File: src/core/seei_consts.vh
// Constants of the serial EEPROM SPI slave interface.
`ifndef SEEI_CONSTS_VH
`define SEEI_CONSTS_VH

// Byte geometry of the serial link.
`define SEEI_BYTE_W 8
`define SEEI_BIT_CNT_W 3
`define SEEI_BIT_LAST 3'h7
`define SEEI_BYTE_CNT_W 2

// Value that an erased array byte reads back as.
`define SEEI_ERASED_BYTE 8'hff

// Delivery values of the status protection bits.
`define SEEI_RST_WRITE_LOCK 1'b0
`define SEEI_RST_PROTECT_HI 1'b0
`define SEEI_RST_PROTECT_LO 1'b0

// Bit positions in the status write data word.
`define SEEI_STAT_WRITE_LOCK 7
`define SEEI_STAT_PROTECT_HI 3
`define SEEI_STAT_PROTECT_LO 2

// Default depth of the receive buffer.
`define SEEI_FIFO_DEPTH 16
`define SEEI_FIFO_AW 4

`endif

File: src/core/seei_spi_slave.v
// SPI slave bit interface of a serial EEPROM, with its receive buffer.
`timescale 1ns/1ps
`include "seei_consts.vh"

// Overview of operation
// - Unloaded output bytes read as all ones, like an erased array.
// - Write lock and both protect level bits reset to zero.
// - Incoming bytes are assembled most significant bit first.
// - Input bits are captured on rising clock edges after select falls.
// - Output bytes are sent most significant bit first.
// - First output bit appears on the falling edge after the instruction byte.
// - Output driven only while selected; master selects one device at a time.
// - Both clock modes 0 and 3 work; rising samples, falling shifts out.

// ---------------------------------------------------------------------------
// Receive buffer
// ---------------------------------------------------------------------------

// Synchronous FIFO with a registered head word.
module seei_fifo #(
  parameter WIDTH = `SEEI_BYTE_W,
  parameter DEPTH = `SEEI_FIFO_DEPTH,
  parameter AW = `SEEI_FIFO_AW
) (
  input wire sys_clk_in,
  input wire resetn_in,
  input wire [WIDTH-1:0] wr_data_in,
  input wire wr_valid_in,
  output wire wr_ready_out,
  output reg [WIDTH-1:0] rd_data_out,
  output reg rd_valid_out,
  input wire rd_ready_in
);

  reg [WIDTH-1:0] mem [0:DEPTH-1];
  reg [AW-1:0] wr_ptr_ff;
  reg [AW-1:0] rd_ptr_ff;
  reg [AW:0] count_ff;
  wire do_wr;
  wire do_rd;
  wire head_take;

  // Pointer advance that wraps at the configured depth.
  function [AW-1:0] nxt_ptr;
    input [AW-1:0] ptr;
    begin
      if (ptr == DEPTH[AW-1:0] - {{(AW-1){1'b0}}, 1'b1}) begin
        nxt_ptr = {AW{1'b0}};
      end else begin
        nxt_ptr = ptr + {{(AW-1){1'b0}}, 1'b1};
      end
    end
  endfunction

  // Full is honest: the storage array alone counts, the head word is extra.
  assign wr_ready_out = (count_ff != DEPTH[AW:0]);
  assign do_wr = wr_valid_in && wr_ready_out;
  // The head register refills whenever it is empty or being popped.
  assign head_take = !rd_valid_out || rd_ready_in;
  assign do_rd = head_take && (count_ff != {(AW+1){1'b0}});

  // Storage writes.
  // The array has no reset; the pointers, the count and the head register get one.
  always @(posedge sys_clk_in) begin
    if (do_wr) begin
      mem[wr_ptr_ff] <= wr_data_in;
    end
  end

  // Pointers, occupancy and the head register.
  always @(posedge sys_clk_in or negedge resetn_in) begin
    if (!resetn_in) begin
      wr_ptr_ff <= {AW{1'b0}};
      rd_ptr_ff <= {AW{1'b0}};
      count_ff <= {(AW+1){1'b0}};
      rd_data_out <= {WIDTH{1'b0}};
      rd_valid_out <= 1'b0;
    end else begin
      if (do_wr) begin
        wr_ptr_ff <= nxt_ptr(wr_ptr_ff);
      end
      if (do_rd) begin
        rd_ptr_ff <= nxt_ptr(rd_ptr_ff);
        rd_data_out <= mem[rd_ptr_ff];
      end
      if (do_wr && !do_rd) begin
        count_ff <= count_ff + {{AW{1'b0}}, 1'b1};
      end else if (do_rd && !do_wr) begin
        count_ff <= count_ff - {{AW{1'b0}}, 1'b1};
      end
      if (head_take) begin
        rd_valid_out <= do_rd;
      end
    end
  end

endmodule

// ---------------------------------------------------------------------------
// Serial interface
// ---------------------------------------------------------------------------

// Oversampled SPI slave in clock modes 0 and 3.
module seei_spi_slave #(
  parameter FIFO_DEPTH = `SEEI_FIFO_DEPTH,
  parameter FIFO_AW = `SEEI_FIFO_AW
) (
  input wire sys_clk_in,
  input wire resetn_in,
  input wire spi_clk_in,
  input wire spi_sel_n_in,
  input wire spi_din_in,
  output reg spi_dout_out,
  output reg spi_dout_oe_out,
  output wire [`SEEI_BYTE_W-1:0] rx_data_out,
  output wire rx_valid_out,
  input wire rx_ready_in,
  output reg rx_overflow_out,
  input wire [`SEEI_BYTE_W-1:0] tx_data_in,
  input wire tx_valid_in,
  output reg tx_ready_out,
  input wire status_wr_in,
  input wire [`SEEI_BYTE_W-1:0] status_wdata_in,
  output reg status_write_lock_out,
  output reg protect_level_hi_out,
  output reg protect_level_lo_out,
  output reg selected_out
);

  reg clk_s1_ff;
  reg clk_s2_ff;
  reg clk_s3_ff;
  reg sel_s1_ff;
  reg sel_s2_ff;
  reg din_s1_ff;
  reg din_s2_ff;
  reg [`SEEI_BIT_CNT_W-1:0] bit_cnt_ff;
  reg [`SEEI_BYTE_CNT_W-1:0] byte_cnt_ff;
  reg [`SEEI_BYTE_W-2:0] rx_sh_ff;
  reg [`SEEI_BYTE_W-1:0] tx_sh_ff;
  reg [`SEEI_BYTE_W-1:0] tx_hold_ff;
  reg push_ff;
  reg [`SEEI_BYTE_W-1:0] push_data_ff;
  wire active;
  wire clk_rise;
  wire clk_fall;
  wire push_ready;
  wire [`SEEI_BYTE_W-1:0] load_byte;
  wire byte_load;

  // A load slot is the falling edge that opens every byte after the first one;
  // both the output shifter and the transmit holding register act on it.
  function at_byte_load;
    input fall;
    input [`SEEI_BIT_CNT_W-1:0] bits;
    input [`SEEI_BYTE_CNT_W-1:0] bytes;
    begin
      at_byte_load = fall && (bits == {`SEEI_BIT_CNT_W{1'b0}}) &&
        (bytes != {`SEEI_BYTE_CNT_W{1'b0}});
    end
  endfunction

  // Two-stage synchronisers; the third clock stage only feeds edge finding.
  // Select resets high so that the block starts out deselected.
  always @(posedge sys_clk_in or negedge resetn_in) begin
    if (!resetn_in) begin
      clk_s1_ff <= 1'b0;
      clk_s2_ff <= 1'b0;
      clk_s3_ff <= 1'b0;
      sel_s1_ff <= 1'b1;
      sel_s2_ff <= 1'b1;
      din_s1_ff <= 1'b0;
      din_s2_ff <= 1'b0;
    end else begin
      clk_s1_ff <= spi_clk_in;
      clk_s2_ff <= clk_s1_ff;
      clk_s3_ff <= clk_s2_ff;
      sel_s1_ff <= spi_sel_n_in;
      sel_s2_ff <= sel_s1_ff;
      din_s1_ff <= spi_din_in;
      din_s2_ff <= din_s1_ff;
    end
  end

  // Edges count only while selected, so idle clock levels never matter.
  assign active = !sel_s2_ff;
  assign clk_rise = active && clk_s2_ff && !clk_s3_ff;
  assign clk_fall = active && !clk_s2_ff && clk_s3_ff;

  // Unloaded output bytes fall back to the erased value.
  assign load_byte = tx_ready_out ? `SEEI_ERASED_BYTE : tx_hold_ff;

  // Load slots only exist once the instruction byte has been clocked in.
  assign byte_load = at_byte_load(clk_fall, bit_cnt_ff, byte_cnt_ff);

  // Bit and byte counting plus input assembly on rising edges.
  always @(posedge sys_clk_in or negedge resetn_in) begin
    if (!resetn_in) begin
      bit_cnt_ff <= {`SEEI_BIT_CNT_W{1'b0}};
      byte_cnt_ff <= {`SEEI_BYTE_CNT_W{1'b0}};
      rx_sh_ff <= {(`SEEI_BYTE_W-1){1'b0}};
      push_ff <= 1'b0;
      push_data_ff <= {`SEEI_BYTE_W{1'b0}};
      rx_overflow_out <= 1'b0;
    end else begin
      // The push strobe lasts one cycle per completed byte.
      push_ff <= 1'b0;
      if (!active) begin
        bit_cnt_ff <= {`SEEI_BIT_CNT_W{1'b0}};
        byte_cnt_ff <= {`SEEI_BYTE_CNT_W{1'b0}};
      end else if (clk_rise) begin
        bit_cnt_ff <= bit_cnt_ff + {{(`SEEI_BIT_CNT_W-1){1'b0}}, 1'b1};
        rx_sh_ff <= {rx_sh_ff[`SEEI_BYTE_W-3:0], din_s2_ff};
        // The eighth rising edge completes a byte.
        if (bit_cnt_ff == `SEEI_BIT_LAST) begin
          push_ff <= 1'b1;
          push_data_ff <= {rx_sh_ff, din_s2_ff};
          if (byte_cnt_ff != {`SEEI_BYTE_CNT_W{1'b1}}) begin
            byte_cnt_ff <= byte_cnt_ff + {{(`SEEI_BYTE_CNT_W-1){1'b0}}, 1'b1};
          end
        end
      end
      // Sticky flag: a full buffer drops the byte rather than stall the link.
      if (push_ff && !push_ready) begin
        rx_overflow_out <= 1'b1;
      end
    end
  end

  // Output shifting on falling edges once the instruction byte is in.
  always @(posedge sys_clk_in or negedge resetn_in) begin
    if (!resetn_in) begin
      tx_sh_ff <= `SEEI_ERASED_BYTE;
      spi_dout_out <= 1'b1;
      spi_dout_oe_out <= 1'b0;
    end else begin
      spi_dout_oe_out <= active;
      // Falling edges during the instruction byte leave the output untouched.
      if (clk_fall && byte_cnt_ff != {`SEEI_BYTE_CNT_W{1'b0}}) begin
        if (bit_cnt_ff == {`SEEI_BIT_CNT_W{1'b0}}) begin
          spi_dout_out <= load_byte[`SEEI_BYTE_W-1];
          tx_sh_ff <= {load_byte[`SEEI_BYTE_W-2:0], 1'b1};
        end else begin
          spi_dout_out <= tx_sh_ff[`SEEI_BYTE_W-1];
          tx_sh_ff <= {tx_sh_ff[`SEEI_BYTE_W-2:0], 1'b1};
        end
      end
    end
  end

  // Transmit holding register; emptied when a byte boundary loads it.
  always @(posedge sys_clk_in or negedge resetn_in) begin
    if (!resetn_in) begin
      tx_hold_ff <= `SEEI_ERASED_BYTE;
      tx_ready_out <= 1'b1;
    end else begin
      // An offer accepted in the very cycle of a load slot must not be lost:
      // the slot then sends the erased value and the new byte waits for the next.
      if (tx_valid_in && tx_ready_out) begin
        tx_hold_ff <= tx_data_in;
        tx_ready_out <= 1'b0;
      end else if (byte_load) begin
        tx_ready_out <= 1'b1;
      end
    end
  end

  // Status protection bits start in their delivery state.
  always @(posedge sys_clk_in or negedge resetn_in) begin
    if (!resetn_in) begin
      status_write_lock_out <= `SEEI_RST_WRITE_LOCK;
      protect_level_hi_out <= `SEEI_RST_PROTECT_HI;
      protect_level_lo_out <= `SEEI_RST_PROTECT_LO;
      selected_out <= 1'b0;
    end else begin
      // Selection is reported from the synchronised select, not the raw pin.
      selected_out <= active;
      if (status_wr_in) begin
        status_write_lock_out <= status_wdata_in[`SEEI_STAT_WRITE_LOCK];
        protect_level_hi_out <= status_wdata_in[`SEEI_STAT_PROTECT_HI];
        protect_level_lo_out <= status_wdata_in[`SEEI_STAT_PROTECT_LO];
      end
    end
  end

  // Received bytes wait here until the user side drains them.
  seei_fifo #(
    .WIDTH(`SEEI_BYTE_W),
    .DEPTH(FIFO_DEPTH),
    .AW(FIFO_AW)
  ) u_rx_fifo (
    .sys_clk_in(sys_clk_in),
    .resetn_in(resetn_in),
    .wr_data_in(push_data_ff),
    .wr_valid_in(push_ff),
    .wr_ready_out(push_ready),
    .rd_data_out(rx_data_out),
    .rd_valid_out(rx_valid_out),
    .rd_ready_in(rx_ready_in)
  );

endmodule

File: config.mk
export PLATFORM = sky130hd
export DESIGN_NAME = seei_spi_slave
export DESIGN_NICKNAME = d
export VERILOG_FILES = /design/src/core/seei_spi_slave.v
export VERILOG_INCLUDE_DIRS = /design/src /design/src/core
export SDC_FILE = /design/constraint.sdc
export NUM_CORES = 1
export LEC_CHECK = 0
export BUFFER_PORTS_ARGS = -buffer_cell sky130_fd_sc_hd__buf_2
export CAP_MARGIN = 15
export CORE_MARGIN = 5
export CORE_UTILIZATION = 40
export DETAILED_ROUTE_END_ITERATION = 7
export PLACE_DENSITY = 0.64
export SLEW_MARGIN = 40
export SYNTH_ARGS = -nofsm -noshare
export SYNTH_HDL_FRONTEND = slang
export SYNTH_SLANG_ARGS = --single-unit
File: constraint.sdc
create_clock -name sys_clk_in -period 7.7 [get_ports sys_clk_in]
set_input_delay 1.54 -clock sys_clk_in [delete_from_list [all_inputs] [get_ports sys_clk_in]]
set_output_delay 1.54 -clock sys_clk_in [all_outputs]
set_load 0.03 [all_outputs]
**After elaboration in Yosys (flattened, before gate mapping)**

Memories as Yosys holds them, arrays and structs flattened. A register that Yosys moved wholly into a read port is not among the register bits.
Cells that the tools add are included.

- Equality and inequality tests: 5
- Bitwise logic cells: 1
- Reduce and logical (&&, ||, !) cells: 33
- Add/sub/neg operators: 6
- Mux-type cells: 20

Operators with widths:

| operator | number |
|---|---|
| 8-bit two-way mux | 2 |
| 1-bit logical AND | 13 |
| 2-bit nonzero test | 6 |
| 5-bit two-way mux | 2 |
| 4-bit by 1-bit adder with 4-bit output (second input constant) | 2 |
| 4-bit equality test (second input constant) | 2 |
| 1-bit logical NOT | 8 |
| 1-bit two-way mux | 8 |
| 2-bit two-way mux | 4 |
| 4-bit two-way mux | 2 |
| 3-bit two-way mux | 2 |
| 3-bit AND reduction | 2 |
| 5-bit by 1-bit adder with 5-bit output (second input constant) | 1 |
| 5-bit != test (second input constant) | 1 |
| 5-bit nonzero test | 1 |
| 5-bit by 1-bit subtractor with 5-bit output (second input constant) | 1 |
| 3-bit by 1-bit adder with 3-bit output (second input constant) | 1 |
| 3-bit equality test (second input constant) | 1 |
| 3-bit logical NOT | 1 |
| 2-bit by 1-bit adder with 2-bit output (second input constant) | 1 |
| 2-bit != test (second input constant) | 1 |
| 2-bit AND reduction | 1 |
| 1-bit logical OR | 1 |
| 1-bit NOT | 1 |

- Memories kept: 1
- Flip-flop bits (word level): 65
- Memory bits (writable): 128
- Logic and storage cells: 91
- Output and inout bits: 17

Memories:

| memory | words | width | read ports | clocked after memory_dff | wr ports | line | RTL |
|---|---|---|---|---|---|---|---|
| u_rx_fifo.mem | 16 | 8 | 1 | 1 | 1 | seei_spi_slave.v:35 | `reg [WIDTH-1:0] mem [0:DEPTH-1];` |

**Longest topological paths before layout**

Gate-level depths: netlist of run 1.

- Word-level depth: 7
- Depth in mapped cells: 11
- Mapped depth without buffers: 10

**By module**

Synthesis of run 1 repeated with hierarchy kept, for this count alone.

- Cell total of the unflattened synthesis: 465
- Area, all modules: 8160.3 um2

Modules (own cells, without submodules):

| module | instances | area an instance (um2) | cells each |
|---|---|---|---|
| seei_fifo | 1 | 6132.1 | 315 |
| seei_spi_slave | 1 | 2028.2 | 150 |

**Least setup slack after synthesis of run 1**

No wires, ideal clock.

- Kind: in2reg
- Start: input port rx_ready_in
- End: register u_rx_fifo.count_ff[4]
- Stages: 11
- Library setup time: 0.080 ns
- Buffers on the path: 1
- Setup slack: 4.264 ns
- Arrival time: 3.356 ns
- Cells stage by stage: nand2b_1 > o21a_1 > buf_2 > inv_1 > ha_1 > inv_1 > fa_1 > a21o_1 > a21oi_1 > mux2i_1 > xnor2_1

- Cells in the longest elaborated chain, start to end: 5

RTL lines:

| what | line | RTL |
|---|---|---|
| from (decl) | seei_spi_slave.v:117 | `input wire rx_ready_in,` |
| 1-bit logical OR * | seei_spi_slave.v:59 | `assign head_take = !rd_valid_out \|\| rd_ready_in;` |
| 1-bit logical AND * | seei_spi_slave.v:60 | `assign do_rd = head_take && (count_ff != {(AW+1){1'b0}});` |
| 1-bit logical NOT | seei_spi_slave.v:86 | `if (do_wr && !do_rd) begin` |
| 1-bit logical AND | seei_spi_slave.v:86 |  |
| 5-bit two-way mux / 2-bit nonzero test (equally long branches) | -- |  |
| to (signal assigned) | seei_spi_slave.v:75 | `count_ff <= {(AW+1){1'b0}};` |
| to (signal assigned) | seei_spi_slave.v:87 | `count_ff <= count_ff + {{AW{1'b0}}, 1'b1};` |
| to (signal assigned) | seei_spi_slave.v:89 | `count_ff <= count_ff - {{AW{1'b0}}, 1'b1};` |
| to (decl) | seei_spi_slave.v:38 | `reg [AW:0] count_ff;` |

Every way passes the cells marked *; elsewhere a longest branch is shown, timed or not.
A chain may end at the register's enable or synchronous reset.

**Worst setup path after layout of run 1**

Same ends and word-level chain as after synthesis.

==> results of run 1 <==
==> cells in the final DEF, fill, tap and decap left out, types with 2 or more instances in the layout <==
| master | netlist | layout |
|---|---|---|
| a21o_1 | 3 | 3 |
| a21oi_1 | 13 | 13 |
| buf_2 | 8 | 35 |
| buf_4 | 1 | 5 |
| clkbuf_16 | 0 | 17 |
| clkinv_2 | 0 | 2 |
| clkinv_4 | 0 | 2 |
| clkinvlp_4 | 0 | 3 |
| dfrtp_1 | 53 | 51 |
| dfstp_2 | 19 | 19 |
| edfxtp_1 | 128 | 128 |
| ha_1 | 14 | 14 |
| inv_1 | 9 | 9 |
| inv_6 | 0 | 4 |
| mux2_2 | 35 | 35 |
| mux2_4 | 2 | 2 |
| mux2i_1 | 2 | 2 |
| mux4_1 | 12 | 12 |
| mux4_2 | 20 | 20 |
| nand2_1 | 20 | 20 |
| nand2b_1 | 6 | 6 |
| nand3_1 | 3 | 3 |
| nor2_1 | 29 | 26 |
| nor2_2 | 0 | 3 |
| nor2b_1 | 2 | 2 |
| nor3_1 | 13 | 13 |
| o21ai_0 | 6 | 6 |
| o22ai_1 | 16 | 16 |
| o31ai_1 | 9 | 9 |
| xnor2_1 | 7 | 7 |
==> critical path: stages <==
cell and delay, ns:
buf_2 0.07, nand2b_1 0.15, o21a_1 0.59, inv_1 0.21
ha_1 0.27, inv_1 0.17, ha_1 0.31, a21o_1 0.20
a21oi_1 0.21, mux2i_1 0.24, xnor2_1 0.13
==> per-stage QoR <==
| step | utilization | hold slack (ns) | total power, mW | area (sq um) | worst slack, ns |
|---|---|---|---|---|---|
| floorplan | - | 0.331 | 1.67 | 8030 | 4.26 |
| global placement | 0.431 | 0.333 | 1.76 | 8440 | 3.66 |
| detailed placement | 0.431 | 0.336 | 1.78 | 8450 | 3.58 |
| CTS | 0.461 | 0.351 | 2.64 | 9030 | 4.02 |
| global route | 0.461 | 0.364 | 2.73 | 9030 | 3.77 |
| finish | 0.461 | 0.348 | 2.62 | 9030 | 3.96 |
==> metal layers <==
layer / GRT usage / up-vias
li1: - / 1841
met1: 0.183 / 2070
met2: 0.216 / 90
met3: 0.0396 / 10
met4: 0.0364 / 0
met5: 0 / -
==> state kept, by name (all words and copies together) (netlist names), 2 cells and up <==
| register | cells |
|---|---|
| bit_cnt_ff | 3 |
| byte_cnt_ff | 2 |
| push_data_ff | 8 |
| rx_sh_ff | 7 |
| tx_hold_ff | 8 |
| tx_sh_ff | 7 |
| u_rx_fifo.count_ff | 5 |
| u_rx_fifo.mem | 128 |
| u_rx_fifo.rd_data_out | 8 |
| u_rx_fifo.rd_ptr_ff | 4 |
| u_rx_fifo.wr_ptr_ff | 4 |
==> worst paths after layout <==
kind	from	end	slack [ns]
max	rx_ready_in	u_rx_fifo.count_ff[4]$_DFFE_PN0P_	3.96
min reg2reg	clk_s1_ff$_DFF_PN0_	clk_s2_ff$_DFF_PN0_	0.35
min in group asynchronous	resetn_in	din_s1_ff$_DFF_PN0_	1.22
max reg2reg	u_rx_fifo.count_ff[0]$_DFFE_PN0P_	u_rx_fifo.count_ff[4]$_DFFE_PN0P_	4.39
max in group asynchronous	resetn_in	u_rx_fifo.rd_ptr_ff[1]$_DFFE_PN0P_	5.96
min	clk_s1_ff$_DFF_PN0_	clk_s2_ff$_DFF_PN0_	0.35
==> cells by family after synthesis <==
group / count (synthesis) / share of synthesized area
buffers and inverters: 36 / 0.0224
AO/OA/AOI/OAI: 53 / 0.0419
AND/OR/NAND/NOR: 80 / 0.0461
adder cells (fa/ha/maj): 15 / 0.0243
multiplexers: 71 / 0.151
XOR/XNOR: 8 / 0.00872
flip-flops: 200 / 0.706
==> power by group through the flow <==
stage	clock, mW	combinational [mW]	sequential [mW]
global route	0.926	0.479	1.33
floorplan	0	0.352	1.32
CTS	0.879	0.443	1.32
finish	0.864	0.437	1.31
global placement	0	0.432	1.33
detailed placement	0	0.442	1.34
==> final cells by class <==
class	instances	area (sq um)
fillers	1692	10600
clock buffers	18	439
multi-input cells	227	2190
repair buffers	41	224
clock inverters	14	143
well taps	265	332
inverters	9	33.8
flip-flops and latches	200	5670
==> impl_metrics.tcl, run 1 <==
set metrics [dict create \
    io_pins 41 \
    core_area_sq_um 19600 \
    clkSinkCount 200 \
    clk_latency_ns 0.43 \
    grt_pass1_vias 4167 \
    grt-ovfl-total 0 \
    tightestPinTransition_ns 0.804 \
    setup-violations-final 0 \
    n_antenna_cell 0 \
    min_period_over_period 0.485 \
    p_comb_frac 0.167 \
    p_leak_nw 3.06 \
    wire_per_inst_um 18.7 \
    rsz0062_at_grt "no" \
    ys_ff_latch 200 \
    arrival_ns 4.08 \
    skew_ns 0.0143 \
    antenna_found_initial 0 \
    drt-total-wl_um 14500 \
    drive_above_1_share 0.310 \
    hold_viol 0 \
    instances_no_fill 774 \
    syn_area_sq_um 8030 \
    rows 51 \
    nets 535 \
    firstDrtPassIters 4 \
    fmax_ghz 0.268 \
    initial_core_util 0.410 \
    maxCapViolCount 0 \
    power_switching_mw 0.737 \
    die-area_sq_um 23000 \
    period_needed_ns 3.74 \
    cts_tree "built" \
    slew_headroom 0.462 \
    syn_inst 463 \
    dpl.hpwl_um 9350 \
    synth_top_area_frac 0.479 \
    cts_buffer_depth 2 \
    dr_wl_met3_um 731 \
    die_w_um 152 \
    ctsRootBufferMaster "clkbuf_16" \
    netlist_top_cells_count "edfxtp_1, dfrtp_1, mux2_2" \
    cts_hold_buf 0 \
    yosys_warnings 0 \
    power.internal_mw 1.88 \
    yosys.cell_types.count 43 \
    grt_start_max_net_pins 73 \
    yosysMostFrequentCell "edfxtp_1" \
    synth-edff-count 128 \
    synth_ff_type "edfxtp_1" \
    ir_drop_mv 0.168 \
    highest_layer "met4" \
    final_antenna_net_count 0 \
    grt_pass1_wl_um 23100 \
    holdCritPathClass "reg2reg" \
    start_kind "input port" \
    r2r.worst_path.cells 10 \
    critical_path_class "in2reg" \
    via_per_inst 5.18 \
    numCtsBuffers 17 \
    status "complete, no violations" \
    synth_nets 502 \
    seqPwrFrac 0.502 \
    dpl.cell_count 742 \
    routed-wl-met2_um 7080 \
    drt_first_iter_violations 258 \
    clk_pin_slew_ns 0.07 \
    synthTopCellsByArea "edfxtp_1, dfrtp_1, dfstp_2" \
    gp_congestion 0.746 \
    swShare 0.282 \
    cp_max_fo 20 \
    clock_power_share 0.330 \
    syn_area_per_cell_sq_um 17.3 \
    seq_area_frac_synth 0.706 \
    cp.required_ns 8.05 \
    async_flop_share 0.360 \
    synth_top_cell_by_area "edfxtp_1" \
    track_usage 0.136 \
    area_delta_synth_final_pct 12.5 \
    end_kind "register" \
    post_cts_buffers 0 \
    powerDensity_nw_per_um2 289 \
    tns_ns 0 \
    vias 4011 \
    portBuffers 35 \
    drc_errors 0 \
    drv_slew 0 \
    hold_path_depth 0 \
    wl_met1_um 6510 \
    cts-resized-gates 0 \
    cts-htree-levels 4 \
    die_h_um 152 \
]
(Power assumes the default switching activity.)
==> run 2, diff against run 1 <==
Clock period 7.7 ns to 3.5 ns, I/O delays scaled along.
==> run 2 against run 1 <==
- via count rose by 1.8%
- count of clock-buffer cells in the layout rose by 7
- non-clock buffer count rose by 5
- sequential share of layout area fell by 0.18 points
==> impl_metrics.tcl, run 2 (synthesis results as in run 1) <==
set metrics [dict create \
    status "complete, no violations" \
    tightestPinTransition_ns 0.841 \
    cp_max_fo 5 \
    cts-htree-levels 4 \
    r2r-start "u_rx_fifo.count_ff[0]$_DFFE_PN0P_" \
    die-area_sq_um 23000 \
    critical_path_class "reg2reg" \
    area_delta_synth_final_pct 12.7 \
    grt_start_max_net_pins 43 \
    final_common_cell "edfxtp_1" \
    cts_hold_buf 0 \
    instances_no_fill 779 \
    slew_headroom 0.437 \
    reg2reg_slack_ns 0.74 \
    grt_pass1_vias 4166 \
    cts-resized-gates 0 \
    firstDrtPassIters 4 \
    core_area_sq_um 19600 \
    clkSinkCount 200 \
    cts_tree "built" \
    numCtsBuffers 17 \
    drive_above_1_share 0.313 \
    skew_ns 0.00935 \
    hold_viol 0 \
    final_antenna_net_count 0 \
    powerDensity_nw_per_um2 633 \
    wire_per_inst_um 19.0 \
    dpl.hpwl_um 9650 \
    dpl.cell_count 747 \
    cp.required_ns 3.85 \
    drc_errors 0 \
    post_cts_buffers 0 \
    drt_first_iter_violations 219 \
    track_usage 0.137 \
    gp_congestion 0.719 \
    via_per_inst 5.24 \
    maxCapViolCount 0 \
    portBuffers 35 \
    tns_ns 0 \
    ir_drop_mv 0.320 \
    clk_pin_slew_ns 0.07 \
    drv_slew 0 \
    die_h_um 152 \
    end_kind "register" \
    r2r.worst_path.cells 10 \
    fill_cells 1691 \
    grt-ovfl-total 0 \
    fmax_ghz 0.362 \
    rsz0062_at_grt "no" \
    initial_core_util 0.410 \
    arrival_ns 3.11 \
    cts_buffer_depth 2 \
    r2r_end "u_rx_fifo.count_ff[4]$_DFFE_PN0P_" \
    rows 51 \
    setup-violations-final 0 \
    min_period_over_period 0.789 \
    ctsRootBufferMaster "clkbuf_16" \
    drt-total-wl_um 14800 \
    n_antenna_cell 0 \
    period_needed_ns 2.76 \
    grt_pass1_wl_um 23400 \
    vias 4083 \
    clk_latency_ns 0.42 \
    largest_reg_flops 128 \
    p_leak_nw 3.08 \
    antenna_found_initial 0 \
    die_w_um 152 \
    io_pins 41 \
    holdCritPathClass "in2async" \
    regMostFlops "u_rx_fifo.mem" \
    nets 540 \
    start_kind "register" \
    final_cell_mix "edfxtp_1, dfrtp_1, mux2_2" \
]
## run 2: worst max path at each step
stage                                 startpoint                                end  slack, ns
5_1_grt        u_rx_fifo.count_ff[0]$_DFFE_PN0P_  u_rx_fifo.count_ff[4]$_DFFE_PN0P_       0.58
3_5_place_dp   u_rx_fifo.count_ff[0]$_DFFE_PN0P_  u_rx_fifo.count_ff[4]$_DFFE_PN0P_       0.76
6_report       u_rx_fifo.count_ff[0]$_DFFE_PN0P_  u_rx_fifo.count_ff[4]$_DFFE_PN0P_       0.74
4_1_cts        u_rx_fifo.count_ff[0]$_DFFE_PN0P_  u_rx_fifo.count_ff[4]$_DFFE_PN0P_       0.73
2_1_floorplan  u_rx_fifo.count_ff[0]$_DFFE_PN0P_  u_rx_fifo.count_ff[4]$_DFFE_PN0P_       0.73
3_3_place_gp   u_rx_fifo.count_ff[0]$_DFFE_PN0P_  u_rx_fifo.count_ff[4]$_DFFE_PN0P_       0.79
## run 2: layout make-up
cell class	instances	area (sq um)	share of cell area
clock buffers	25	518	0.0572
repair buffers	46	260	0.0287
well taps	265	332	0.0366
multi-input cells	227	2200	0.243
inverters	9	33.8	0.00373
flip-flops and latches	200	5670	0.626
clock inverters	7	41.3	0.00456
## run 2: per-layer routing
metal | share of wire | track usage | up-vias
met4 | 0.0063 | 0.0350 | 0
li1 | - | - | 1861
met3 | 0.043 | 0.0321 | 12
met1 | 0.44 | 0.183 | 2106
met5 | 0 | 0 | -
met2 | 0.51 | 0.229 | 104
## run 2: per-stage QoR
step,util,cell area (sq um),setup slack [ns],total power [mW],hold slack [ns]
detailed placement,0.433,8480,0.759,3.96,0.339
finish,0.462,9050,0.738,5.73,0.258
global route,0.462,9050,0.579,6.00,0.281
global placement,0.433,8480,0.785,3.92,0.335
floorplan,-,8030,0.730,3.67,0.331
CTS,0.461,9040,0.732,5.79,0.248
## run 2: power by group
part           total, mW  switching (mW)  leakage, nW  internal (mW)
sequential          2.88           0.226         1.89           2.66
combinational       1.01           0.540        0.920          0.472
clock               1.84           0.808        0.275           1.03
total               5.73            1.57         3.08           4.16
## run 2: critical path, stage by stage, from the launching register on
cell	delay [ns]
dfrtp_1	0.45
or4_4	0.59
o21a_1	0.20
inv_1	0.06
ha_1	0.15
inv_1	0.11
fa_1	0.42
a21o_1	0.18
a21oi_1	0.17
mux2i_1	0.23
xnor2_1	0.13
==> run 3, diff against run 2 <==
Clock period 3.5 ns to 2.7 ns, I/O delays scaled along.
==> run 3 against run 2 <==
- cell count unchanged
- hold slack lost 0.18 ns
- largest cell class unchanged
- clock skew about the same
- fmax rose by 8.5%
- sequential cell count unchanged
- wire length decreased by 2.9%
- utilization is 0.45 points higher
==> impl_metrics.tcl, run 3 (synthesis results as in run 1) <==
set metrics [dict create \
    p_leak_nw 3.12 \
    cp.required_ns 3.05 \
    drive_above_1_share 0.333 \
    status "complete, no violations" \
    setup-violations-final 0 \
    clk_pin_slew_ns 0.07 \
    cts_tree "built" \
    initial_core_util 0.410 \
    cpPeakStageDelay_ns 0.56 \
    regMostFlops "u_rx_fifo.mem" \
    crit_chain "or4_4, o21a_1, inv_2, ha_4, inv_4, fa_2, a21o_1, a21oi_2, mux2i_1, xnor2_1" \
    end_kind "register" \
    powerDensity_nw_per_um2 828 \
    wire_per_inst_um 18.4 \
    die_w_um 152 \
    cp_slowest_cell "or4_4" \
    tightestPinTransition_ns 0.811 \
    antenna_found_initial 0 \
    hold_viol 0 \
    rows 51 \
    vias 4031 \
    nets 540 \
    ir_drop_mv 0.411 \
    crit_cells 10 \
    area_delta_synth_final_pct 13.8 \
    final_common_cell "edfxtp_1" \
    die-area_sq_um 23000 \
    start_kind "register" \
    n_antenna_cell 0 \
    slew_headroom 0.457 \
    ctsRootBufferMaster "clkbuf_16" \
    cts_buffer_depth 2 \
    drt-total-wl_um 14400 \
    design_area_sq_um 9140 \
    clk_latency_ns 0.43 \
    portBuffers 35 \
    period_needed_ns 2.55 \
    grt_pass1_vias 4229 \
    grt-ovfl-total 0 \
    tns_ns 0 \
    grt_pass1_wl_um 23400 \
    rsz0062_at_grt "no" \
    dpl.hpwl_um 9360 \
    place_area_sq_um 8490 \
    gp_congestion 0.773 \
    cp_max_fo 5 \
    cts-htree-levels 4 \
    critPathBufInv 2 \
    die_h_um 152 \
    final_cell_mix "edfxtp_1, dfrtp_1, mux2_2" \
    track_usage 0.137 \
    largest_reg_flops 128 \
    clkSinkCount 200 \
    dpl.cell_count 744 \
    arrival_ns 2.90 \
    r2r.worst_path.cells 10 \
    grt_start_max_net_pins 62 \
    fmax_ghz 0.393 \
    cts_hold_buf 0 \
    via_per_inst 5.17 \
    io_pins 41 \
    instances_no_fill 779 \
    drv_slew 0 \
    drc_errors 0 \
    holdCritPathClass "in2async" \
    final_antenna_net_count 0 \
    firstDrtPassIters 6 \
    critPathTopFamily "simple AND/OR/NAND/NOR gates" \
    critical_path_class "reg2reg" \
    core_area_sq_um 19600 \
    numCtsBuffers 17 \
    skew_ns 0.00980 \
    min_period_over_period 0.943 \
    drt_first_iter_violations 271 \
    maxCapViolCount 0 \
]
[run 3: power by group]
part,switching [mW],internal (mW)
combinational,0.806,0.683
clock,1.14,1.32
sequential,0.174,3.44
total,2.12,5.45
[run 3: worst reg2reg max path, cell delays in order (launching register included)]
cell and delay (ns):
dfrtp_1 0.38, or4_4 0.56, o21a_1 0.23, inv_2 0.07, ha_4 0.14, inv_4 0.06
fa_2 0.37, a21o_1 0.17, a21oi_2 0.14, mux2i_1 0.22, xnor2_1 0.13
[run 3: cell type report]
cell class | count | area (sq um)
clock buffers | 20 | 479
clock inverters | 12 | 109
fillers | 1676 | 10400
inverters | 9 | 36.3
multi-input cells | 227 | 2240
flip-flops and latches | 200 | 5670
well taps | 265 | 332
repair buffers | 46 | 277
[run 3: what timing repair did]
item | in CTS | in global routing
setup endpoints to repair | 0 | 1
setup buffers | 0 | 3
resized for setup | 0 | 6
[run 3: path summary, 6_finish.rpt]
path | startpoint | end | slack (ns)
worst max-delay path | u_rx_fifo.count_ff[1]$_DFFE_PN0P_ | u_rx_fifo.count_ff[4]$_DFFE_PN0P_ | 0.15
worst min-delay path | resetn_in | din_s2_ff$_DFF_PN0_ | 0.08
worst max register to register | u_rx_fifo.count_ff[1]$_DFFE_PN0P_ | u_rx_fifo.count_ff[4]$_DFFE_PN0P_ | 0.15
worst min register to register | clk_s1_ff$_DFF_PN0_ | clk_s2_ff$_DFF_PN0_ | 0.35
max in group asynchronous | resetn_in | tx_ready_out$_DFFE_PN1P_ | 1.97
min in group sys_clk_in | spi_sel_n_in | sel_s1_ff$_DFF_PN1_ | 0.21
[run 3: through the flow]
| stage | total power, mW | utilization | worst slack (ns) | hold slack [ns] |
|---|---|---|---|---|
| 2_1_floorplan | 4.77 | - | 0.0155 | 0.244 |
| 3_3_place_gp | 5.09 | 0.433 | 0.192 | 0.333 |
| 3_5_place_dp | 5.15 | 0.434 | 0.122 | 0.337 |
| 4_1_cts | 7.60 | 0.464 | 0.100 | 0.185 |
| 5_1_grt | 7.93 | 0.467 | 0.0150 | 0.114 |
| 6_report | 7.57 | 0.467 | 0.153 | 0.0819 |
[run 3: per-layer routing]
layer / share of wire / global-route usage
met1: 0.44 / 0.184
met4: 0.011 / 0.0413
met2: 0.49 / 0.222
met3: 0.056 / 0.0327
met5: 0 / 0
